### src/rtl/dbc_pkg.sv
package dbc_pkg;

   // ------------
   // Register indices, byte address is four times
   // ------------
   localparam logic [7:0] ADAPT_IDX     = 8'h01;  // Adaptive coefficient control
   localparam logic [7:0] AUTOMUTE_IDX  = 8'h40;  // DC auto-mute control
   localparam logic [7:0] BEEP_LV_IDX   = 8'h47;  // Left beep volume and enable
   localparam logic [7:0] BEEP_RV_IDX   = 8'h48;  // Right and master volume
   localparam logic [7:0] LEN_A_IDX     = 8'h49;  // Length, high byte
   localparam logic [7:0] LEN_B_IDX     = 8'h4a;  // Length, middle byte
   localparam logic [7:0] LEN_C_IDX     = 8'h4b;  // Length, low byte
   localparam logic [7:0] SIN_A_IDX     = 8'h4c;  // Sine coefficient, high byte
   localparam logic [7:0] SIN_B_IDX     = 8'h4d;  // Sine coefficient, low byte
   localparam logic [7:0] COS_A_IDX     = 8'h4e;  // Cosine coefficient, high byte
   localparam logic [7:0] COS_B_IDX     = 8'h4f;  // Cosine coefficient, low byte
   localparam logic [7:0] RUN_IDX       = 8'h50;  // DAC run control and status
   localparam logic [7:0] CADDR_IDX     = 8'h51;  // Coefficient address pointer
   localparam logic [7:0] CDATA_IDX     = 8'h52;  // Coefficient data window

   // ------------
   // Field positions
   // ------------
   localparam int BEEP_EN_BIT   = 7;  // Beep enable in left volume register
   localparam int ADAPT_EN_BIT  = 2;  // Adaptive mode enable
   localparam int BUF_FLAG_BIT  = 1;  // Buffer in use flag
   localparam int SWAP_BIT      = 0;  // Swap request
   localparam int CSEL_BIT      = 7;  // Buffer select in coefficient address

   // ------------
   // Reset values and sizes
   // ------------
   localparam logic [5:0]  VOL_RESET     = 6'h00;      // 0 dB attenuation
   localparam logic [2:0]  AMUTE_RESET   = 3'h0;       // Auto-mute off
   localparam logic [23:0] LEN_RESET     = 24'h0000ff; // Default burst length
   localparam logic [15:0] SIN_RESET     = 16'h0b50;   // Default sine coefficient
   localparam logic [15:0] COS_RESET     = 16'h7f40;   // Default cosine coefficient
   localparam int          NCOEF         = 70;         // Coefficients per buffer
   localparam logic [9:0]  AMUTE_UNIT    = 10'h200;    // Samples per duration step

   // Beep parameters captured at burst start
   typedef struct packed {
      logic [15:0] sin_c;
      logic [15:0] cos_c;
      logic [5:0]  vol_l;
      logic [5:0]  vol_r;
      logic [1:0]  vol_m;
   } dbc_beep_t;

   // Beep sequencer states
   typedef enum logic [1:0] {
      BP_IDLE = 2'b00,
      BP_PLAY = 2'b01
   } dbc_bstate_t;

endpackage : dbc_pkg

### src/rtl/dbc_top.sv
// Behaviour
// [RQ1] 16-bit sine, cosine set frequency
// [RQ2] Tones up to half rate
// [RQ3] 24-bit length in samples
// [RQ4] Full 24-bit count
// [RQ5] 6-bit volume, 1 dB steps
// [RQ6] Volumes in bits 5-0
// [RQ7] Master volume in bits 7-6
// [RQ8] Volumes reset to 0 dB
// [RQ9] Enable one starts burst
// [RQ10] Enable self-clears at end
// [RQ11] Parameters frozen during burst
// [RQ12] Enable zero stops early
// [RQ13] Mute after DC run
// [RQ14] Auto-mute disabled after reset
// [RQ15] Coefficients locked while running
// [RQ16] Adaptive bit double-buffers
// [RQ17] Swap at next sample
// [RQ18] Swap clears, flag toggles
// [RQ19] Flag shows buffer in use
// [RQ20] Running: write idle buffer
// [RQ21] Stopped: write addressed buffer
// [RQ22] Two buffers of seventy
// [RQ23] Load on start, idle tone zero
//
// The implementer's own choice: the AHB-Lite register port.
`timescale 1ns/1ps
module dbc_top
   import dbc_pkg::*;
(
   input  wire logic        ref_clk,       // 50 MHz clock
   input  wire logic        resetn,        // Asynchronous reset, active low
   // AHB-Lite slave
   input  wire logic        hsel,
   input  wire logic [31:0] haddr,
   input  wire logic [1:0]  htrans,
   input  wire logic        hwrite,
   input  wire logic [2:0]  hsize,
   input  wire logic [31:0] hwdata,
   input  wire logic        hready,
   output logic             hreadyout,
   output logic             hresp,
   output logic [31:0]      hrdata,
   // DAC datapath
   input  wire logic        sample_tick,   // One pulse per playback sample
   input  wire logic [15:0] dac_in_l,      // Left input sample
   input  wire logic [15:0] dac_in_r,      // Right input sample
   output logic [15:0]      tone_l,        // Left beep sample
   output logic [15:0]      tone_r,        // Right beep sample
   output logic             tone_active,   // Burst in progress
   output logic             mute_out,      // DC auto-mute active
   input  wire logic [6:0]  coef_rd_idx,   // Engine coefficient index
   output logic [23:0]      coef_rd_data   // Engine coefficient value
);

   // ------------
   // Register state
   // ------------
   logic [5:0]  vol_l_r;          // Left volume
   logic [5:0]  vol_r_r;          // Right volume
   logic [1:0]  vol_m_r;          // Master volume
   logic [23:0] len_r;            // Burst length
   logic [15:0] sin_r;            // Sine coefficient
   logic [15:0] cos_r;            // Cosine coefficient
   logic [2:0]  amute_r;          // Auto-mute duration select
   logic        adapt_r;          // Adaptive mode
   logic        swap_r;           // Pending swap
   logic        buf_r;            // Buffer in use
   logic        run_r;            // DAC running
   logic [7:0]  caddr_r;          // Coefficient pointer
   logic        beep_en_r;        // Beep enable
   dbc_beep_t   bp_r;             // Captured beep parameters
   dbc_bstate_t bst_r;            // Beep state
   logic [23:0] bcnt_r;           // Burst down counter
   logic signed [17:0] osc_a_r;   // Oscillator state n
   logic signed [17:0] osc_b_r;   // Oscillator state n-1
   logic [12:0] dc_cnt_r;         // DC run counter
   logic [15:0] prev_l_r;         // Previous left input
   logic [15:0] prev_r_r;         // Previous right input
   logic [23:0] buf_a [NCOEF];    // Coefficient buffer A
   logic [23:0] buf_b [NCOEF];    // Coefficient buffer B

   // AHB data phase capture
   logic        dp_wr_r;
   logic        dp_rd_r;
   logic [7:0]  dp_idx_r;

   // ------------
   // Helper functions
   // ------------
   // Attenuate a sample by a dB count, 6 dB per shift, 1 dB by table
   function automatic logic signed [17:0] atten(input logic signed [17:0] s,
                                                input logic [6:0] db);
      logic signed [25:0] p;
      logic [7:0]         f;
      p = '0;
      f = '0;
      unique case (7'(db % 7'd6))
         7'd0:    f = 8'hff;
         7'd1:    f = 8'he3;
         7'd2:    f = 8'hcb;
         7'd3:    f = 8'hb5;
         7'd4:    f = 8'ha1;
         default: f = 8'h8f;
      endcase
      p = (26'(s) * $signed({1'b0, f})) >>> 8;
      atten = 18'(p >>> (db / 7'd6));
   endfunction : atten

   // Coefficient index inside range
   function automatic logic idx_ok(input logic [6:0] i);
      idx_ok = (i < 7'(NCOEF));
   endfunction : idx_ok

   // ------------
   // Bus decode
   // ------------
   wire       a_phase  = hsel & htrans[1] & hready;
   wire [7:0] a_idx    = haddr[9:2];
   wire       wr_any   = dp_wr_r;
   wire [7:0] wd       = hwdata[7:0];
   wire       wr_lv    = wr_any & (dp_idx_r == BEEP_LV_IDX);
   wire       burst_on = (bst_r == BP_PLAY);
   wire       smp      = sample_tick;
   wire       coef_sel = caddr_r[CSEL_BIT];
   wire [6:0] cidx     = caddr_r[6:0];
   // [RQ15] Coefficient lock check
   wire       coef_lock = run_r & ~adapt_r;
   // [RQ20] Running writes to idle buffer
   // [RQ21] Stopped writes to addressed buffer
   wire       wr_tgt_b  = run_r ? ~buf_r : coef_sel;
   wire       wr_coef   = wr_any & (dp_idx_r == CDATA_IDX) & ~coef_lock & idx_ok(cidx);
   wire       swap_now  = swap_r & smp & run_r & adapt_r;
   wire       swap_set  = wr_any & (dp_idx_r == ADAPT_IDX) & wd[SWAP_BIT];
   wire       burst_end = burst_on & smp & (bcnt_r == 24'h000001);

   // Constant bus answer
   assign hreadyout = 1'b1;
   assign hresp     = 1'b0;

   // ------------
   // Data phase tracking
   // ------------
   always_ff @(posedge ref_clk or negedge resetn) begin
      if (!resetn) begin
         dp_wr_r  <= 1'b0;
         dp_rd_r  <= 1'b0;
         dp_idx_r <= 8'h00;
      end else begin
         dp_wr_r  <= a_phase & hwrite;
         dp_rd_r  <= a_phase & ~hwrite;
         dp_idx_r <= a_idx;
      end
   end

   // ------------
   // Parameter registers
   // ------------
   // [RQ8] Volumes reset to 0 dB
   // [RQ14] Auto-mute off at reset
   always_ff @(posedge ref_clk or negedge resetn) begin
      if (!resetn) begin
         vol_l_r <= VOL_RESET;
         vol_r_r <= VOL_RESET;
         vol_m_r <= 2'h0;
         len_r   <= LEN_RESET;
         sin_r   <= SIN_RESET;
         cos_r   <= COS_RESET;
         amute_r <= AMUTE_RESET;
         adapt_r <= 1'b0;
         run_r   <= 1'b0;
         caddr_r <= 8'h00;
      end else if (wr_any) begin
         // [RQ6] Volume fields bits 5-0
         if (dp_idx_r == BEEP_LV_IDX)  vol_l_r <= wd[5:0];
         // [RQ7] Master volume bits 7-6
         if (dp_idx_r == BEEP_RV_IDX)  {vol_m_r, vol_r_r} <= wd;
         // [RQ3] Length over three bytes
         if (dp_idx_r == LEN_A_IDX)    len_r[23:16] <= wd;
         if (dp_idx_r == LEN_B_IDX)    len_r[15:8]  <= wd;
         if (dp_idx_r == LEN_C_IDX)    len_r[7:0]   <= wd;
         // [RQ1] Coefficients over two bytes
         if (dp_idx_r == SIN_A_IDX)    sin_r[15:8]  <= wd;
         if (dp_idx_r == SIN_B_IDX)    sin_r[7:0]   <= wd;
         if (dp_idx_r == COS_A_IDX)    cos_r[15:8]  <= wd;
         if (dp_idx_r == COS_B_IDX)    cos_r[7:0]   <= wd;
         // [RQ13] Duration field bits 6-4
         if (dp_idx_r == AUTOMUTE_IDX) amute_r <= wd[6:4];
         // [RQ16] Adaptive mode bit
         if (dp_idx_r == ADAPT_IDX)    adapt_r <= wd[ADAPT_EN_BIT];
         if (dp_idx_r == RUN_IDX)      run_r   <= wd[0];
         if (dp_idx_r == CADDR_IDX)    caddr_r <= wd;
      end
   end

   // ------------
   // Swap request and buffer flag
   // ------------
   always_ff @(posedge ref_clk or negedge resetn) begin
      if (!resetn) begin
         swap_r <= 1'b0;
         buf_r  <= 1'b0;
      end else begin
         // [RQ17] Switch at sample start
         // [RQ18] Clear request, toggle flag
         // New request in the switch cycle wins over the clear
         if (swap_set) begin
            swap_r <= 1'b1;
         end else if (swap_now) begin
            swap_r <= 1'b0;
         end
         if (swap_now) buf_r <= ~buf_r;
      end
   end

   // ------------
   // Coefficient buffers
   // ------------
   // [RQ22] Two seventy-entry buffers
   always_ff @(posedge ref_clk) begin
      if (wr_coef & ~wr_tgt_b) buf_a[cidx] <= {16'h0000, wd};
      if (wr_coef & wr_tgt_b)  buf_b[cidx] <= {16'h0000, wd};
   end

   // Engine reads the buffer in use
   always_ff @(posedge ref_clk or negedge resetn) begin
      if (!resetn) begin
         coef_rd_data <= 24'h000000;
      end else if (idx_ok(coef_rd_idx)) begin
         coef_rd_data <= buf_r ? buf_b[coef_rd_idx] : buf_a[coef_rd_idx];
      end
   end

   // ------------
   // Beep sequencer
   // ------------
   always_ff @(posedge ref_clk or negedge resetn) begin
      if (!resetn) begin
         beep_en_r <= 1'b0;
         bst_r     <= BP_IDLE;
         bcnt_r    <= 24'h000000;
         bp_r      <= '0;
      end else begin
         unique case (bst_r)
            BP_IDLE: begin
               // [RQ9] Start on enable write
               if (wr_lv & wd[BEEP_EN_BIT] & (len_r != 24'h000000)) begin
                  beep_en_r <= 1'b1;
                  bst_r     <= BP_PLAY;
                  // [RQ23] Load counter on start
                  // [RQ4] Full 24-bit length
                  bcnt_r    <= len_r;
                  // [RQ11] Capture frozen parameters
                  bp_r      <= '{sin_c: sin_r, cos_c: cos_r, vol_l: vol_l_r,
                                 vol_r: vol_r_r, vol_m: vol_m_r};
               end
            end
            BP_PLAY: begin
               // [RQ12] Early stop by host
               if (wr_lv & ~wd[BEEP_EN_BIT]) begin
                  beep_en_r <= 1'b0;
                  bst_r     <= BP_IDLE;
               // [RQ10] Self-clear at end
               end else if (burst_end) begin
                  beep_en_r <= 1'b0;
                  bst_r     <= BP_IDLE;
               end else if (smp) begin
                  // [RQ23] Decrement per sample
                  bcnt_r <= bcnt_r - 24'h000001;
               end
            end
         endcase
      end
   end

   // ------------
   // Recursive sine oscillator
   // ------------
   // y[n+1] = 2*cos*y[n] - y[n-1], seeded with the sine coefficient;
   // [RQ2] Cosine in Q15 reaches any tone up to half rate
   wire signed [33:0] osc_prod = $signed(bp_r.cos_c) * osc_a_r;
   wire signed [17:0] osc_next = 18'(osc_prod >>> 14) - osc_b_r;

   always_ff @(posedge ref_clk or negedge resetn) begin
      if (!resetn) begin
         osc_a_r <= 18'sh00000;
         osc_b_r <= 18'sh00000;
      end else if (bst_r == BP_IDLE) begin
         osc_a_r <= $signed({{2{sin_r[15]}}, sin_r});
         osc_b_r <= 18'sh00000;
      end else if (smp) begin
         osc_a_r <= osc_next;
         osc_b_r <= osc_a_r;
      end
   end

   // ------------
   // Tone output with volume
   // ------------
   // [RQ5] 6-bit channel attenuation plus master
   wire [6:0] db_l = 7'(bp_r.vol_l) + 7'({bp_r.vol_m, 2'b00});
   wire [6:0] db_r = 7'(bp_r.vol_r) + 7'({bp_r.vol_m, 2'b00});
   wire signed [17:0] att_l = atten(osc_a_r, db_l);
   wire signed [17:0] att_r = atten(osc_a_r, db_r);

   always_ff @(posedge ref_clk or negedge resetn) begin
      if (!resetn) begin
         tone_l      <= 16'h0000;
         tone_r      <= 16'h0000;
         tone_active <= 1'b0;
      end else begin
         tone_active <= burst_on;
         // [RQ23] Zero tone when disabled
         tone_l <= burst_on ? att_l[15:0] : 16'h0000;
         tone_r <= burst_on ? att_r[15:0] : 16'h0000;
      end
   end

   // ------------
   // DC auto-mute detector
   // ------------
   wire        in_dc   = (dac_in_l == prev_l_r) & (dac_in_r == prev_r_r);
   wire [12:0] dc_lim  = 13'(amute_r) * 13'(AMUTE_UNIT);

   // [RQ13] Mute after DC run
   always_ff @(posedge ref_clk or negedge resetn) begin
      if (!resetn) begin
         prev_l_r <= 16'h0000;
         prev_r_r <= 16'h0000;
         dc_cnt_r <= 13'h0000;
         mute_out <= 1'b0;
      end else if (amute_r == 3'h0) begin
         dc_cnt_r <= 13'h0000;
         mute_out <= 1'b0;
      end else if (smp) begin
         prev_l_r <= dac_in_l;
         prev_r_r <= dac_in_r;
         if (!in_dc) begin
            dc_cnt_r <= 13'h0000;
            mute_out <= 1'b0;
         end else if (dc_cnt_r >= dc_lim) begin
            mute_out <= 1'b1;
         end else begin
            dc_cnt_r <= dc_cnt_r + 13'h0001;
         end
      end
   end

   // ------------
   // Read mux
   // ------------
   logic [7:0] rd_byte;
   always_comb begin
      rd_byte = 8'h00;
      unique case (dp_idx_r)
         // [RQ19] Buffer flag readable
         ADAPT_IDX:    rd_byte = {5'h00, adapt_r, buf_r, swap_r};
         AUTOMUTE_IDX: rd_byte = {1'b0, amute_r, 4'h0};
         BEEP_LV_IDX:  rd_byte = {beep_en_r, 1'b0, vol_l_r};
         BEEP_RV_IDX:  rd_byte = {vol_m_r, vol_r_r};
         LEN_A_IDX:    rd_byte = len_r[23:16];
         LEN_B_IDX:    rd_byte = len_r[15:8];
         LEN_C_IDX:    rd_byte = len_r[7:0];
         SIN_A_IDX:    rd_byte = sin_r[15:8];
         SIN_B_IDX:    rd_byte = sin_r[7:0];
         COS_A_IDX:    rd_byte = cos_r[15:8];
         COS_B_IDX:    rd_byte = cos_r[7:0];
         RUN_IDX:      rd_byte = {6'h00, mute_out, run_r};
         CADDR_IDX:    rd_byte = caddr_r;
         // [RQ15] Locked reads return zero
         CDATA_IDX:    rd_byte = (coef_lock | ~idx_ok(cidx)) ? 8'h00 :
                                 (coef_sel ? buf_b[cidx][7:0] : buf_a[cidx][7:0]);
         default:      rd_byte = 8'h00;
      endcase
   end

   assign hrdata = dp_rd_r ? {24'h000000, rd_byte} : 32'h00000000;

endmodule : dbc_top

### config.mk
export PLATFORM = sky130hd
export DESIGN_NAME = dbc_top
export DESIGN_NICKNAME = d
export VERILOG_FILES = /design/src/rtl/dbc_pkg.sv /design/src/rtl/dbc_top.sv
export SDC_FILE = /design/constraint.sdc
export NUM_CORES = 2
export LEC_CHECK = 0
export BUFFER_PORTS_ARGS = -buffer_cell sky130_fd_sc_hd__buf_2
export CAP_MARGIN = 20
export CORE_UTILIZATION = 40
export CTS_CLUSTER_DIAMETER = 120
export DETAILED_ROUTE_END_ITERATION = 10
export MAX_ROUTING_LAYER = met4
export SLEW_MARGIN = 5
export SYNTH_ARGS = -nofsm -noshare
export SYNTH_HDL_FRONTEND = slang
export SYNTH_SLANG_ARGS = --single-unit
### constraint.sdc
create_clock -name ref_clk -period 10.5 [get_ports ref_clk]
set_clock_uncertainty 0.2 [all_clocks]
set_input_delay 2.625 -clock ref_clk [delete_from_list [all_inputs] [get_ports ref_clk]]
set_output_delay 2.625 -clock ref_clk [all_outputs]
set_load 0.02 [all_outputs]
# [Word level (Yosys, flattened, before mapping)]
# Memory sizes are Yosys's and may differ from the RTL's.
# Index checks and enable logic that the tools add are counted.
# W data, S select, Z words.
[word_totals] reg_bits=291 mem_bits_rw=1120 output_inout_bits=92 mem_count=2
[op_classes] addsub=5 n_mul=3 div_mod_pow=4 magnitude_cmp=3 eq_ne=33 shifts=2 muxes=41 n_bitwise=31 n_reduce_logical=27
[mem_list] memory="buf_a" depth=70 word_bits=8 rd=2 rd_ports_with_merged_regs=0 wr=1 line_no="dbc_top.sv:80" text="logic [23:0] buf_a [NCOEF];"
[mem_list] memory="buf_b" depth=70 word_bits=8 rd=2 rd_ports_with_merged_regs=0 wr=1 line_no="dbc_top.sv:81" text="logic [23:0] buf_b [NCOEF];"
[op_table] op="$mux W24" count=5
[op_table] op="$pmux W8 S14" count=1
[op_table] op="$eq A8 B7 Y1 const B" count=13
[op_table] op="$mux W18" count=4
[op_table] op="$pmux W7 S5" count=2
[op_table] op="$mul A18 B9 Y26" count=2
[op_table] op="$mux W13" count=4
[op_table] op="$pmux W24 S2" count=1
[op_table] op="$reduce_and A2 Y1" count=18
[op_table] op="$sshr A18 B7 Y16" count=2
[op_table] op="$eq A16 B16 Y1" count=2
[op_table] op="$mul A16 B18 Y32" count=1
[op_table] op="$mux W16" count=2
[op_table] op="$eq A7 B2 Y1 const B" count=4
[op_table] op="$eq A24 B1 Y1 const B" count=1
[op_table] op="$mux W8" count=3
[op_table] op="$reduce_bool A24 Y1" count=1
[op_table] op="$sub A24 B1 Y24 const B" count=1
[op_table] op="$and A1 B1 Y1" count=22
[op_table] op="$sub A18 B18 Y18" count=1
[op_table] op="$add A6 B4 Y7" count=2
[op_table] op="$div A7 B3 Y7 const B" count=2
[op_table] op="$eq A7 B1 Y1 const B" count=2
[op_table] op="$eq A7 B3 Y1 const B" count=2
[op_table] op="20 further kinds" count=51

# [Depth between registers and ports, before layout]
[depth] word_depth=8 depth_mapped=40

# [Worst setup path after synthesis]
# OpenSTA, ideal clock, no wires.
[synth_timing] path_type="reg-to-reg" from="register bp_r[0] in the netlist's numbering" to="register tone_r[3]" arrival_time_ps=8851 required_time_ps=10156 path_slack_ps=1305 path_stages_with_launch=40 n_path_buf=5 period_less_slack_ps=9195 cell_sequence="dfrtp_1 > ha_1 > fa_1 > clkbuf_1 > or3b_1 > o21ai_0 > nand3_1 > and3_1 > inv_1 > ha_1 > clkbuf_1 > nand2_1 > or3_1 > a32oi_1 > a31oi_1 > clkbuf_1 > and2_1 > clkbuf_1 > [4 not listed] > fa_1 > fa_1 > inv_1 > fa_1 > inv_1 > ha_1 > and2_1 > a311o_1 > a21o_1 > a221o_1 > a21o_1 > a21o_1 > o21a_1 > or3_1 > and2_1 > a21o_1 > a221oi_1 > a211oi_1"
[synth_between] elab_chain_len=7 elab_cells_between_ends=12 cone_classes="1 x add/sub; 1 x mul; 2 x div; 4 x eq/ne; 1 x shift; 2 x mux; 1 x reduce/logical"
[synth_rtl] item="start: declaration" line_no="dbc_top.sv:72" text="dbc_beep_t bp_r;"
[synth_rtl] item="start signal: assignment" line_no="dbc_top.sv:254" text="bp_r <= '{sin_c: sin_r, cos_c: cos_r, vol_l: vol_l_r,"
[synth_rtl] item="$add A6 B4 Y7 (*)" line_no="dbc_top.sv:302" text="wire [6:0] db_r = 7'(bp_r.vol_r) + 7'({bp_r.vol_m, 2'b00});"
[synth_rtl] item="$mod A7 B3 Y7" line_no="dbc_top.sv:98" text="unique case (7'(db % 7'd6))"
[synth_rtl] item="$eq A7 B3 Y1 (tied with other cells)" line_no="dbc_top.sv:98"
[synth_rtl] item="$pmux W7 S5" line_no="dbc_top.sv:98"
[synth_rtl] item="$mul A18 B9 Y26" line_no="dbc_top.sv:106" text="p = (26'(s) * $signed({1'b0, f})) >>> 8;"
[synth_rtl] item="$sshr A18 B7 Y16 (*)" line_no="dbc_top.sv:107" text="atten = 18'(p >>> (db / 7'd6));"
[synth_rtl] item="$mux W16 (*)" line_no="dbc_top.sv:315" text="tone_r <= burst_on ? att_r[15:0] : 16'h0000;"
[synth_rtl] item="end signal: assignment" line_no="dbc_top.sv:315"
[synth_rtl] item="end: declaration" line_no="dbc_top.sv:49" text="output logic [15:0] tone_r,"
# Every way passes the cells marked *; elsewhere a longest branch is shown, timed or not.
# A chain may end at the register's enable or synchronous reset.

# [Final worst setup path]
[layout_timing] from="register bp_r[1] in the netlist's numbering" to="register tone_r[11]"
# Same word-level chain as after synthesis.

==> run_results.csv <==
group,metric,value,unit
worst_setup_path,crit_buf_inv,5,
die,initial_core_util,0.4019,
placed_design,placed_area,89820,um^2
cts,htreeDepth,4,
route,via_count,60227,
grt,grt_max_degree,108,
route,wl_per_cell,27.04,um
outcome,outcome,"finished, final reports clean",
yosys,synth_area_leaders,"edfxtp_1 (39%), fa_1 (12%), dfrtp_1 (7.3%)",
die,core_area,214400,um^2
layout,drive_above_1_share,0.1448,
cts,cts_max_path_buffers,3,
worst_setup_path,crit_slowest_cell,"dfrtp_1",
cts,path_clk_slew,60,ps
yosys,syn-cell-area,86170,um^2
route,route.detailed.drc,0,
timing,rsz0062_at_grt,"no",
yosys,synth_edf_count,1120,
layout,areaGrowthSynthToFinish,9.931,%
cts,clock_sinks,1393,
pwr,vdd_drop_max,0.4511,mV
die,io_pins,206,
route,wl,267600,um
yosys,yosysTopAreaCellShare,0.3903,
grt,grt_pass1_vias,60842,
timing,hold_viol,0,
die,placementRows,170,
layout,utilization,0.4418,
timing,period_minus_slack,9927,ps
pwr,p_per_area,277.8,nW/um^2
die,die_x,466.1,um
yosys,ys_ff_latch,1393,
cts,clock_latency,810,ps
timing,timing.setup.tns,0,ps
route,drt_pass1_iterations,8,
placed_design,post-dp-hpwl,177400,um
worst_hold_path,hold_class,"register to register",
yosys,synth.largest_area_cell,"edfxtp_1",
layout,fill_cells,19468,
timing,slew_violations,0,
yosys,async_flop_share,0.1960,
pwr,power.leakage,35.80,nW
cts,clockRootBuffer,"clkbuf_16",
yosys,yosysSeqAreaShare,0.4699,
route,antenna_left,0,
worst_setup_path,start_kind,"register",
worst_setup_path,worstSetupEndpointType,"register",
yosys,yosysMostFrequentCell,"edfxtp_1",
die,die_y,466.1,um
timing,max_slew_margin,0.1881,
cts,post_cts_buffers,0,
timing,fmax,100.7,MHz
yosys,synth_common_cells,"edfxtp_1 (1,120), inv_1 (670), fa_1 (500)",
cts,cts_tree,"done",
placed_design,gp_congestion,0.9209,
timing,worstMarginPinSlew,1215,ps
layout,nNetsFinal,7750,
worst_setup_path,critical-path-top-delay-family,"compound AO/OA/AOI/OAI gates",
route,vias_per_cell,6.085,
cts,cts_buffers,151,
worst_setup_path,worstPathMaxFanout,11,
worst_setup_path,arrival,10370,ps
route,drt_iter0_markers,6557,
grt,grtUsageTotal,0.2511,
worst_setup_path,crit_type,"register to register",
worst_setup_path,cp_data_required_time,10940,ps
worst_setup_path,max_stage_delay,770,ps
yosys,ys_types,101,
worst_setup_path,r2r_slack,570,ps
grt,antenna_found_initial,10,
grt,grt_overflow,0,
timing,setup_violations,0,
grt,grt_pass1_wl,395600,um
yosys,ys_warn_count,0,
placed_design,portBuffers,111,
yosys,avgSynthCellArea,12.33,um^2
timing,timing.final.crit_share,0.9454,
yosys,netlist_instances,6987,
flow_run,cap_violations,0,
die,die_area,217300,um^2
layout,finalInstanceArea,94720,um^2
yosys,synthFlopType,"edfxtp_1",
what timing repair did:
| action | in CTS | in global routing |
|---|---|---|
| hold buffers | 0 | 0 |
| resized for setup | 0 | 2 |
| setup endpoints to repair | 0 | 4 |
power by group:
part	internal [mW]	total, mW	switching [mW]
Clock	2.91	5.19	2.28
Sequential	6.16	6.31	0.147
Combinational	6.12	14.8	8.70
cell type report:
class	instances	area [um^2]	share of cell area
sequential	1393	40500	0.4275
multi-input combinational	4448	41300	0.4360
tap	2838	3551	0.03749
clock buffer	195	4078	0.04305
antenna	9	22.52	0.0002378
clock inverter	74	733.2	0.007741
inverter	671	2519	0.02659
timing repair buffer	269	2021	0.02133
sequential cells by signal, summed over array words and instances, names as in the netlist, 18 cells and up:
register and cells:
len_r 24, buf_a 560, osc_a_r 18, osc_b_r 18, bp_r 30, bcnt_r 24, buf_b 560
worst paths after layout:
check                                 from              end  cells past startpoint
max                                bp_r[1]       tone_r[11]                     32
min                        coef_rd_data[0]  coef_rd_data[0]                      1
max reg2reg                        bp_r[1]       tone_r[11]                     32
min reg2reg                coef_rd_data[0]  coef_rd_data[0]                      1
max in group asynchronous           resetn  coef_rd_data[4]                      2
min in group asynchronous           resetn        tone_l[7]                      1
metrics by stage:
stage | power, mW | hold WS [ps] | std cells | setup WS, ps
2_1_floorplan | 17.71 | 151.9 | 7027 | 1305
3_3_place_gp | 21.05 | 281.1 | 9615 | 700.3
3_5_place_dp | 21.14 | 294.3 | 9616 | 576.1
4_1_cts | 26.37 | 307.6 | 9885 | 534.2
5_1_grt | 28.42 | 324.6 | 9896 | 44.26
6_report | 26.31 | 304.2 | 9897 | 572.8
layer usage:
layer / wire, um / vias to the layer above / track usage
met4: 14110 / 0 / 0.1190
met3: 24070 / 698 / 0.04701
met1: 102900 / 30629 / 0.3116
li1: - / 25622 / -
met5: 0 / - / -
met2: 126600 / 3278 / 0.3966
layout by cell type, fill, tap and decap left out, drive strengths merged, types with 101 or more instances in the layout:
cell type / instances
nor2: 377
edfxtp: 1120
ha: 202
buf: 269
mux2: 201
dfrtp: 252
mux2i: 169
a22oi: 410
and2: 218
nand2: 474
o21ai: 158
a221oi: 101
fa: 500
inv: 672
nand4: 102
clkbuf: 195
mux4: 267
a21oi: 258
worst reg2reg max path, delay by kind of cell, from the launching register on:
family / cells / cell delay [ps]
buffers and inverters: 5 / 550
AND/OR/NAND/NOR: 6 / 1190
AO/OA/AOI/OAI: 14 / 3820
adder cells (fa/ha/maj): 7 / 3220
flip-flops: 1 / 770
logic make-up after synthesis:
group | count (synthesis) | synth area share
buf+inv | 1186 | 0.05365
fa+ha+maj | 705 | 0.1458
mux | 637 | 0.1157
xor+xnor | 131 | 0.01348
other cells | 2 | 0.00008716
flops | 1393 | 0.4699
compound gates | 1460 | 0.1200
simple gates | 1473 | 0.08138
Power figures use the tool's default switching activity.
